===== config.mk =====
export PLATFORM = sky130hd
export DESIGN_NAME = radio_irq_status_grp1_grp2
export DESIGN_NICKNAME = d
export VERILOG_FILES = /design/src/common/irq_pkg.sv /design/src/verilog/irq_flag_bank.sv /design/src/verilog/radio_irq_status_grp1_grp2.sv
export SDC_FILE = /design/constraint.sdc
export NUM_CORES = 1
export LEC_CHECK = 0
export BUFFER_PORTS_ARGS = -buffer_cell sky130_fd_sc_hd__buf_2
export CAP_MARGIN = 20
export CORE_UTILIZATION = 55
export CTS_BUF_LIST = sky130_fd_sc_hd__clkbuf_8
export CTS_CLUSTER_SIZE = 24
export DETAILED_ROUTE_END_ITERATION = 10
export PLACE_DENSITY_LB_ADDON = 0.3
export SYNTH_ARGS = -nofsm -noshare
export SYNTH_HDL_FRONTEND = slang
export SYNTH_SLANG_ARGS = --single-unit

===== constraint.sdc =====
create_clock -name ref_clk -period 2.25 [get_ports ref_clk]
set_input_delay 0.1125 -clock ref_clk [delete_from_list [all_inputs] [get_ports ref_clk]]
set_output_delay 0.1125 -clock ref_clk [all_outputs]
set_load 0.05 [all_outputs]

===== src/common/irq_pkg.sv =====
// Constants, register map and carrier types for the radio interrupt status block
package irq_pkg;

  // ************************************************************
  // Register indices (byte address is four times the index)
  // ************************************************************
  localparam logic [7:0] IDX_STATUS_SYSTEM = 8'h0D;
  localparam logic [7:0] IDX_STATUS_RECEIVE = 8'h0E;
  localparam logic [7:0] IDX_ENABLE_SYSTEM = 8'h10;
  localparam logic [7:0] IDX_ENABLE_RECEIVE = 8'h11;
  localparam logic [7:0] IDX_CRC_ERR_H = 8'h13;
  localparam logic [7:0] IDX_CRC_ERR_M = 8'h14;
  localparam logic [7:0] IDX_CRC_ERR_L = 8'h15;
  localparam logic [7:0] IDX_TX_FIFO_HIGH = 8'h17;
  localparam logic [7:0] IDX_TX_FIFO_LOW = 8'h18;
  localparam logic [7:0] IDX_RX_FIFO_HIGH = 8'h19;
  localparam logic [7:0] IDX_RX_FIFO_LOW = 8'h1A;
  localparam logic [7:0] IDX_SLEEP_IRQ_CLEAR = 8'h75;

  // ************************************************************
  // Reset values
  // ************************************************************
  localparam logic [7:0] STATUS_RESET = 8'h00;
  localparam logic [7:0] ENABLE_RESET = 8'h00;
  localparam logic [5:0] FIFO_HIGH_RESET = 6'h30;
  localparam logic [5:0] FIFO_LOW_RESET = 6'h10;
  localparam logic [23:0] CRC_ERR_RESET = 24'h000000;
  localparam logic [31:0] HRDATA_RESET = 32'h00000000;

  // ************************************************************
  // Status bit positions, system group
  // ************************************************************
  localparam int B_LS_CAL = 7;
  localparam int B_WAKE_TIMER = 6;
  localparam int B_FIFO_FULL = 5;
  localparam int B_FIFO_EMPTY = 4;
  localparam int B_RF_STATE = 3;
  localparam int B_PLL_UNLOCK = 2;
  localparam int B_VCO_FUSE = 1;
  localparam int B_CLK_STABLE = 0;

  // ************************************************************
  // Status bit positions, receive group
  // ************************************************************
  localparam int B_SYNC_ERR = 7;
  localparam int B_FIELD_CHECK = 6;
  localparam int B_SYNC_DET = 5;
  localparam int B_RX_FIFO_ERR = 4;
  localparam int B_LEN_ERR = 3;
  localparam int B_DIVERSITY = 2;
  localparam int B_CRC_ERR = 1;
  localparam int B_RX_DONE = 0;

  // ************************************************************
  // Bus and misc
  // ************************************************************
  localparam logic HRESP_OKAY = 1'b0;
  localparam int CRC_BLOCKS = 24;

  // ************************************************************
  // Carrier types
  // ************************************************************
  typedef struct packed {
    logic ls_cal_done;
    logic wake_timer_done;
    logic rf_state_done;
    logic pll_unlock;
    logic vco_cal_done;
    logic fuse_access_done;
    logic clk_stable_done;
  } sys_evt_s;

  typedef struct packed {
    logic sync_lost;
    logic field_check;
    logic sync_detect;
    logic fifo_access_err;
    logic len_err;
    logic diversity_done;
    logic crc_err;
    logic multi_block;
    logic [4:0] crc_block;
    logic rx_done;
  } rx_evt_s;

  typedef struct packed {
    logic tx_active;
    logic rx_active;
    logic [6:0] level;
  } fifo_s;

  typedef enum logic [1:0] {
    PKT_IDLE = 2'b01,
    PKT_OPEN = 2'b10
  } pkt_state_e;

endpackage


===== src/verilog/irq_flag_bank.sv =====
// Eight sticky status flags with immediate and deferred clear
module irq_flag_bank (
  // Clock, reset and enable
  input wire logic ref_clk,
  input wire logic hard_reset_n,
  input wire logic ce,
  // Events and clears
  input wire logic [7:0] set_vec,
  input wire logic [7:0] imm_clr,
  input wire logic [7:0] defer_clr,
  input wire logic apply_defer,
  // State
  output logic [7:0] status,
  output logic [7:0] pending
);

  logic [7:0] status_r;
  logic [7:0] status_nxt;
  logic [7:0] pending_r;
  logic [7:0] pending_nxt;

  // ************************************************************
  // Next state
  // ************************************************************
  always_comb begin
    status_nxt = (status_r & ~imm_clr & ~(apply_defer ? pending_r : 8'h00)) | set_vec;
    pending_nxt = apply_defer ? defer_clr : (pending_r | defer_clr);
  end

  always_ff @(posedge ref_clk) begin
    if (!hard_reset_n) begin
      status_r <= irq_pkg::STATUS_RESET;
    end else if (ce) begin
      status_r <= status_nxt;
    end
  end

  always_ff @(posedge ref_clk) begin
    if (!hard_reset_n) begin
      pending_r <= 8'h00;
    end else if (ce) begin
      pending_r <= pending_nxt;
    end
  end

  assign status = status_r;
  assign pending = pending_r;

endmodule // irq_flag_bank


===== src/verilog/radio_irq_status_grp1_grp2.sv =====
// Interrupt status, enable and pin logic for the system and receive event groups
module radio_irq_status_grp1_grp2 (
  // Clock, reset, enable
  input wire logic ref_clk,
  input wire logic hard_reset_n,
  input wire logic ce,
  // AHB-Lite slave
  input wire logic hsel,
  input wire logic [31:0] haddr,
  input wire logic [1:0] htrans,
  input wire logic hwrite,
  input wire logic [2:0] hsize,
  input wire logic [31:0] hwdata,
  input wire logic hready,
  output logic [31:0] hrdata,
  output logic hreadyout,
  output logic hresp,
  // Device events and state
  input wire irq_pkg::sys_evt_s sys_evt,
  input wire irq_pkg::rx_evt_s rx_evt,
  input wire irq_pkg::fifo_s fifo,
  input wire logic rx_fifo_mode,
  input wire logic asleep,
  // Interrupt pin
  output logic irq_n
);

  logic wr_act_r;
  logic [7:0] wr_idx_r;
  logic [31:0] hrdata_r;
  logic [31:0] rd_nxt;
  logic irq_n_r;
  logic [7:0] irq_enable_system_r;
  logic [7:0] irq_enable_receive_r;
  logic [5:0] tx_fifo_high_threshold_r;
  logic [5:0] tx_fifo_low_threshold_r;
  logic [5:0] rx_fifo_high_threshold_r;
  logic [5:0] rx_fifo_low_threshold_r;
  logic [23:0] crc_err_r;
  logic full_prev_r;
  logic empty_prev_r;
  logic wake_block_r;
  logic div_done_r;
  irq_pkg::pkt_state_e pkt_state_r;
  logic wr_now;
  logic wr_sys;
  logic wr_rx;
  logic wr_slp;
  logic [7:0] irq_status_system;
  logic [7:0] irq_status_receive;
  logic [7:0] pend_sys;
  logic [7:0] pend_rx;
  logic [7:0] set_sys;
  logic [7:0] set_rx;
  logic [7:0] imm_sys;
  logic [7:0] imm_rx;
  logic [7:0] dfr_sys;
  logic [7:0] dfr_rx;
  logic [5:0] hi_thr;
  logic [5:0] lo_thr;
  logic fifo_act;
  logic full_now;
  logic empty_now;
  logic full_hit;
  logic empty_hit;
  logic any_pend;

  // ************************************************************
  // Bus address phase
  // ************************************************************
  always_ff @(posedge ref_clk) begin
    if (!hard_reset_n) begin
      wr_act_r <= 1'b0;
      wr_idx_r <= 8'h00;
    end else if (ce) begin
      wr_act_r <= hready && hsel && htrans[1] && hwrite;
      wr_idx_r <= haddr[9:2];
    end
  end

  always_comb begin
    unique case (haddr[9:2])
      irq_pkg::IDX_STATUS_SYSTEM: rd_nxt = {24'h000000, irq_status_system};
      irq_pkg::IDX_STATUS_RECEIVE: rd_nxt = {24'h000000, irq_status_receive};
      irq_pkg::IDX_ENABLE_SYSTEM: rd_nxt = {24'h000000, irq_enable_system_r};
      irq_pkg::IDX_ENABLE_RECEIVE: rd_nxt = {24'h000000, irq_enable_receive_r};
      irq_pkg::IDX_CRC_ERR_H: rd_nxt = {24'h000000, crc_err_r[23:16]};
      irq_pkg::IDX_CRC_ERR_M: rd_nxt = {24'h000000, crc_err_r[15:8]};
      irq_pkg::IDX_CRC_ERR_L: rd_nxt = {24'h000000, crc_err_r[7:0]};
      irq_pkg::IDX_TX_FIFO_HIGH: rd_nxt = {26'h0000000, tx_fifo_high_threshold_r};
      irq_pkg::IDX_TX_FIFO_LOW: rd_nxt = {26'h0000000, tx_fifo_low_threshold_r};
      irq_pkg::IDX_RX_FIFO_HIGH: rd_nxt = {26'h0000000, rx_fifo_high_threshold_r};
      irq_pkg::IDX_RX_FIFO_LOW: rd_nxt = {26'h0000000, rx_fifo_low_threshold_r};
      default: rd_nxt = 32'h00000000;
    endcase
  end

  always_ff @(posedge ref_clk) begin
    if (!hard_reset_n) begin
      hrdata_r <= irq_pkg::HRDATA_RESET;
    end else if (ce && hready && hsel && htrans[1] && !hwrite) begin
      hrdata_r <= rd_nxt;
    end
  end

  assign hrdata = hrdata_r;
  assign hreadyout = ce;
  assign hresp = irq_pkg::HRESP_OKAY;

  // ************************************************************
  // Bus data phase writes
  // ************************************************************
  assign wr_now = wr_act_r && ce;
  assign wr_sys = wr_now && (wr_idx_r == irq_pkg::IDX_STATUS_SYSTEM);
  assign wr_rx = wr_now && (wr_idx_r == irq_pkg::IDX_STATUS_RECEIVE);
  assign wr_slp = wr_now && (wr_idx_r == irq_pkg::IDX_SLEEP_IRQ_CLEAR);

  always_comb begin
    imm_sys = 8'h00;
    imm_rx = 8'h00;
    dfr_sys = 8'h00;
    dfr_rx = 8'h00;
    if (wr_sys && !asleep) begin
      imm_sys = ~hwdata[7:0];
    end
    if (wr_rx && !asleep) begin
      imm_rx = ~hwdata[7:0];
    end
    if (wr_sys && asleep) begin
      dfr_sys = ~hwdata[7:0];
    end
    if (wr_rx && asleep) begin
      dfr_rx = ~hwdata[7:0];
    end
    if (wr_slp) begin
      imm_sys = imm_sys | hwdata[7:0];
      imm_rx = imm_rx | hwdata[15:8];
    end
  end

  always_ff @(posedge ref_clk) begin
    if (!hard_reset_n) begin
      irq_enable_system_r <= irq_pkg::ENABLE_RESET;
      irq_enable_receive_r <= irq_pkg::ENABLE_RESET;
    end else if (wr_now) begin
      if (wr_idx_r == irq_pkg::IDX_ENABLE_SYSTEM) begin
        irq_enable_system_r <= hwdata[7:0];
      end
      if (wr_idx_r == irq_pkg::IDX_ENABLE_RECEIVE) begin
        irq_enable_receive_r <= hwdata[7:0];
      end
    end
  end

  always_ff @(posedge ref_clk) begin
    if (!hard_reset_n) begin
      tx_fifo_high_threshold_r <= irq_pkg::FIFO_HIGH_RESET;
      tx_fifo_low_threshold_r <= irq_pkg::FIFO_LOW_RESET;
      rx_fifo_high_threshold_r <= irq_pkg::FIFO_HIGH_RESET;
      rx_fifo_low_threshold_r <= irq_pkg::FIFO_LOW_RESET;
    end else if (wr_now) begin
      if (wr_idx_r == irq_pkg::IDX_TX_FIFO_HIGH) begin
        tx_fifo_high_threshold_r <= hwdata[5:0];
      end
      if (wr_idx_r == irq_pkg::IDX_TX_FIFO_LOW) begin
        tx_fifo_low_threshold_r <= hwdata[5:0];
      end
      if (wr_idx_r == irq_pkg::IDX_RX_FIFO_HIGH) begin
        rx_fifo_high_threshold_r <= hwdata[5:0];
      end
      if (wr_idx_r == irq_pkg::IDX_RX_FIFO_LOW) begin
        rx_fifo_low_threshold_r <= hwdata[5:0];
      end
    end
  end

  // ************************************************************
  // FIFO threshold crossings
  // ************************************************************
  assign hi_thr = fifo.tx_active ? tx_fifo_high_threshold_r : rx_fifo_high_threshold_r;
  assign lo_thr = fifo.tx_active ? tx_fifo_low_threshold_r : rx_fifo_low_threshold_r;
  assign fifo_act = fifo.tx_active || fifo.rx_active;
  assign full_now = fifo_act && (fifo.level >= {1'b0, hi_thr});
  assign empty_now = fifo_act && (fifo.level < {1'b0, lo_thr});
  assign full_hit = full_now && !full_prev_r;
  assign empty_hit = empty_now && !empty_prev_r;

  always_ff @(posedge ref_clk) begin
    if (!hard_reset_n) begin
      full_prev_r <= 1'b0;
      empty_prev_r <= 1'b0;
    end else if (ce) begin
      full_prev_r <= full_now;
      empty_prev_r <= empty_now;
    end
  end

  // ************************************************************
  // Receive sequencing
  // ************************************************************
  always_ff @(posedge ref_clk) begin
    if (!hard_reset_n) begin
      pkt_state_r <= irq_pkg::PKT_IDLE;
    end else if (ce) begin
      unique case (pkt_state_r)
        irq_pkg::PKT_IDLE: begin
          if (rx_evt.sync_detect && !rx_evt.rx_done) begin
            pkt_state_r <= irq_pkg::PKT_OPEN;
          end
        end
        irq_pkg::PKT_OPEN: begin
          if (rx_evt.rx_done || rx_evt.sync_lost) begin
            pkt_state_r <= irq_pkg::PKT_IDLE;
          end
        end
        default: pkt_state_r <= irq_pkg::PKT_IDLE;
      endcase
    end
  end

  always_ff @(posedge ref_clk) begin
    if (!hard_reset_n) begin
      div_done_r <= 1'b0;
    end else if (ce) begin
      if (rx_evt.sync_detect) begin
        div_done_r <= 1'b0;
      end else if (rx_evt.diversity_done) begin
        div_done_r <= 1'b1;
      end
    end
  end

  always_ff @(posedge ref_clk) begin
    if (!hard_reset_n) begin
      crc_err_r <= irq_pkg::CRC_ERR_RESET;
    end else if (ce) begin
      if (rx_evt.crc_err && rx_evt.multi_block && (rx_evt.crc_block < 5'd24)) begin
        crc_err_r[rx_evt.crc_block] <= 1'b1;
      end else if (rx_evt.sync_detect) begin
        crc_err_r <= irq_pkg::CRC_ERR_RESET;
      end
    end
  end

  always_ff @(posedge ref_clk) begin
    if (!hard_reset_n) begin
      wake_block_r <= 1'b0;
    end else if (ce) begin
      if (dfr_sys[irq_pkg::B_WAKE_TIMER]) begin
        wake_block_r <= 1'b1;
      end else if (sys_evt.clk_stable_done) begin
        wake_block_r <= 1'b0;
      end
    end
  end

  // ************************************************************
  // Event sets and flag banks
  // ************************************************************
  always_comb begin
    set_sys = 8'h00;
    set_sys[irq_pkg::B_LS_CAL] = sys_evt.ls_cal_done;
    set_sys[irq_pkg::B_WAKE_TIMER] = sys_evt.wake_timer_done && !wake_block_r;
    set_sys[irq_pkg::B_FIFO_FULL] = full_hit;
    set_sys[irq_pkg::B_FIFO_EMPTY] = empty_hit;
    set_sys[irq_pkg::B_RF_STATE] = sys_evt.rf_state_done;
    set_sys[irq_pkg::B_PLL_UNLOCK] = sys_evt.pll_unlock;
    set_sys[irq_pkg::B_VCO_FUSE] = sys_evt.vco_cal_done || sys_evt.fuse_access_done;
    set_sys[irq_pkg::B_CLK_STABLE] = sys_evt.clk_stable_done;
    set_rx = 8'h00;
    set_rx[irq_pkg::B_SYNC_ERR] = rx_evt.sync_lost && (pkt_state_r == irq_pkg::PKT_OPEN);
    set_rx[irq_pkg::B_FIELD_CHECK] = rx_evt.field_check;
    set_rx[irq_pkg::B_SYNC_DET] = rx_evt.sync_detect;
    set_rx[irq_pkg::B_RX_FIFO_ERR] = rx_evt.fifo_access_err && rx_fifo_mode;
    set_rx[irq_pkg::B_LEN_ERR] = rx_evt.len_err;
    set_rx[irq_pkg::B_DIVERSITY] = rx_evt.sync_detect && (div_done_r || rx_evt.diversity_done);
    set_rx[irq_pkg::B_CRC_ERR] = rx_evt.crc_err;
    set_rx[irq_pkg::B_RX_DONE] = rx_evt.rx_done;
  end

  irq_flag_bank u_bank_sys (
    .ref_clk(ref_clk),
    .hard_reset_n(hard_reset_n),
    .ce(ce),
    .set_vec(set_sys),
    .imm_clr(imm_sys),
    .defer_clr(dfr_sys),
    .apply_defer(sys_evt.clk_stable_done),
    .status(irq_status_system),
    .pending(pend_sys)
  );

  irq_flag_bank u_bank_rx (
    .ref_clk(ref_clk),
    .hard_reset_n(hard_reset_n),
    .ce(ce),
    .set_vec(set_rx),
    .imm_clr(imm_rx),
    .defer_clr(dfr_rx),
    .apply_defer(sys_evt.clk_stable_done),
    .status(irq_status_receive),
    .pending(pend_rx)
  );

  // ************************************************************
  // Interrupt pin
  // ************************************************************
  assign any_pend = |(irq_status_system & irq_enable_system_r) | |(irq_status_receive & irq_enable_receive_r);

  always_ff @(posedge ref_clk) begin
    if (!hard_reset_n) begin
      irq_n_r <= 1'b1;
    end else if (ce) begin
      irq_n_r <= !any_pend;
    end
  end

  assign irq_n = irq_n_r;
endmodule // radio_irq_status_grp1_grp2


==> results_dict.tcl <==
set metrics [dict create \
    outcome "complete, no violations" \
    max_freq_mhz 511 \
    drv_slew 0 \
    tritoncts "built" \
    clock_sinks 119 \
    ant_nets 0 \
    grt_pass1_vias 5690 \
    antenna_found_initial 0 \
    rows 38 \
    relSlewSlack_pct 38.0 \
    core_area_um2 11000 \
    hold_viol_final 0 \
    ir_worst_vdd_mv 0.536 \
    p_leak_nw 2.99 \
    crit_arrival_ns 2.31 \
    route.detailed.drc 0 \
    yosysWarnings 0 \
    syn_inst 749 \
    setup_viol 0 \
    syn_to_final_growth_pct 15.8 \
    finalPower_mw 4.74 \
    period_needed_ns 1.96 \
    viasPerCell 6.15 \
    drive_above_1_share_pct 16.8 \
    skew_ns 0.0108 \
    wl_um 19100 \
    initial_utilization_pct 57.2 \
    worst-setup-path-type "in2reg" \
    grt_setup_unrepaired "no" \
    cts_resized 0 \
    p_per_area_nw_per_um2 652 \
    tightest_slew_ns 0.921 \
    utilization_pct 66.3 \
    holdPathStages 3 \
    port-buffer-count 72 \
    grt_start_max_net_pins 53 \
    die_area_um2 11900 \
    ys_seq_elements 119 \
    drt_iter0_drc 600 \
    fin_nets 952 \
    final_common_cell "dfxtp_1" \
    die_w_um 109 \
    num_vias 6068 \
    h-tree-depth 4 \
    end_kind "flip-flop" \
    ys_seq_area_share_pct 37.9 \
    postSynthAreaPerCell_um2 8.39 \
    fp.dieH_um 109 \
    synth_edf_count 0 \
    cts.root.buffer_cell "clkbuf_8" \
    r2r_cells 5 \
    syn-cell-area_um2 6290 \
    worstSkewPairLatency_ns 0.44 \
    ctsLongestPathBuffers 2 \
    final_cell_mix "dfxtp_1 (119), nand2_1 (91), nor2_1 (75)" \
    gp_congestion 0.955 \
    fill_cells 907 \
    first_pass_iters 5 \
    fin_setup_tns_ns 0 \
    finalCritPeriodShare_pct 87.0 \
    hpwl_um 13800 \
    postCtsHoldBufs 29 \
    grt_usage_pct 33.9 \
    synthFlopType "dfxtp_1" \
    async_flop_share_pct 0 \
    grt_pass1_wl_um 30000 \
    cts-buffers-inserted 17 \
    synth_top_area_share_pct 37.9 \
    synth_area_leader_cell "dfxtp_1" \
    synth_cell_types 71 \
    critPathRequiredTime_ns 2.60 \
    crit_fanout 7 \
    clk_pin_slew_ns 0.07 \
    setup.worst_path.start_class "primary input" \
    synth_area_leaders "dfxtp_1 (38%), mux2i_1 (8.0%), nand2_1 (5.4%), nor2_1 (4.5%), a21oi_1 (4.3%)" \
    grt.overflow.total 0 \
    post_drt_wl_per_cell_um 19.4 \
    worstHoldPathType "in2reg" \
    post_cts_buffers 0 \
    ios 142 \
    maxCapViolCount 0 \
    num_antenna_cells 0 \
]
==> critical path, cell delays in order <==
cell	delay (ns)
dlygate4sd3_1	0.53
buf_2	0.16
nor4_1	0.54
nand3_1	0.31
o21ai_0	0.30
a21oi_1	0.09
a311oi_1	0.26
==> area by class of cell <==
| type | count | area [um^2] | area share, % |
|---|---|---|---|
| Timing Repair Buffer | 117 | 771 | 10.6 |
| Sequential cell | 119 | 2380 | 32.7 |
| Clock buffer | 19 | 262 | 3.59 |
| Clock inverter | 13 | 140 | 1.93 |
| Tap cell | 140 | 175 | 2.41 |
| Multi-Input combinational cell | 562 | 3490 | 47.9 |
| Inverter | 17 | 63.8 | 0.877 |
==> cells by family (layout without fill, tap and decap cells) <==
kind of cell / Yosys count / after routing / synth area share, %
fa+ha+maj: 11 / 11 / 2.19
buf+inv: 92 / 166 / 8.10
simple gates: 264 / 264 / 21.5
flops: 119 / 119 / 37.9
mux: 57 / 57 / 9.57
compound gates: 205 / 205 / 20.7
other cells: 1 / 25 / 0.0596
==> flip-flops by register name, summed over array words and instances (netlist names) <==
register	cells
u_bank_rx.pending	8
u_bank_sys.pending	7
empty_prev_r	1
irq_enable_receive_r	8
hrdata	8
irq_n	1
full_prev_r	1
rx_fifo_high_threshold_r	6
wr_act_r	1
tx_fifo_high_threshold_r	6
wake_block_r	1
crc_err_r	24
u_bank_rx.status	8
u_bank_sys.status	8
rx_fifo_low_threshold_r	6
irq_enable_system_r	8
tx_fifo_low_threshold_r	6
div_done_r	1
pkt_state_r	2
wr_idx_r	8
==> power breakdown <==
| part | internal (mW) | switching [mW] |
|---|---|---|
| clock network | 1.13 | 0.842 |
| registers | 2.15 | 0.0476 |
| logic | 0.187 | 0.392 |
==> metrics by stage <==
step | setup slack [ns] | std cells | instance area (um^2) | hold slack [ns]
finish | 0.291 | 987 | 7280 | 0.0200
floorplan | 0.445 | 773 | 6380 | 0.253
global placement | 0.418 | 926 | 6590 | 0.368
global route | 0.156 | 987 | 7280 | 0.0202
CTS | 0.370 | 987 | 7280 | 0.00336
detailed placement | 0.381 | 926 | 6590 | 0.379
==> final timing paths <==
path,slack (ns),start,end
hold reg to reg,0.48,tx_fifo_low_threshold_r[3],tx_fifo_low_threshold_r[3]
setup reg to reg,0.32,wr_idx_r[6],irq_enable_system_r[2]
hold / removal,0.02,rx_evt[11],u_bank_rx.status[5]
setup / recovery,0.29,haddr[7],hrdata[2]
==> cell usage after synthesis (all sizes together) (2+ instances only) <==
master,count
and3b,5
o311ai,2
o211ai,3
ha,11
nand2b,3
o21ai,60
nor2b,8
a22oi,22
nor3b,3
clkbuf,29
dfxtp,119
nor4,7
a21oi,54
nand4,7
a32o,2
a211oi,5
and2,11
a311oi,5
nand2,91
and3,6
inv,17
mux2,5
o2bb2ai,3
a221oi,5
o21a,4
a31oi,19
nand3b,5
mux4,2
nor3,12
buf,46
or4,4
a2111oi,2
nor4b,2
mux2i,50
a22o,4
nand4b,4
a31o,3
or4b,2
a2bb2oi,6
nor2,77
or3,2
nand3,13
==> layer usage <==
layer  part of all wire [%]  GRT usage (%)
met5                      0              0
met4                    2.6           13.5
met3                    8.1           8.07
met2                     47           54.2
met1                     42           43.8
Note: power is estimated with default switching activity, not from simulation.
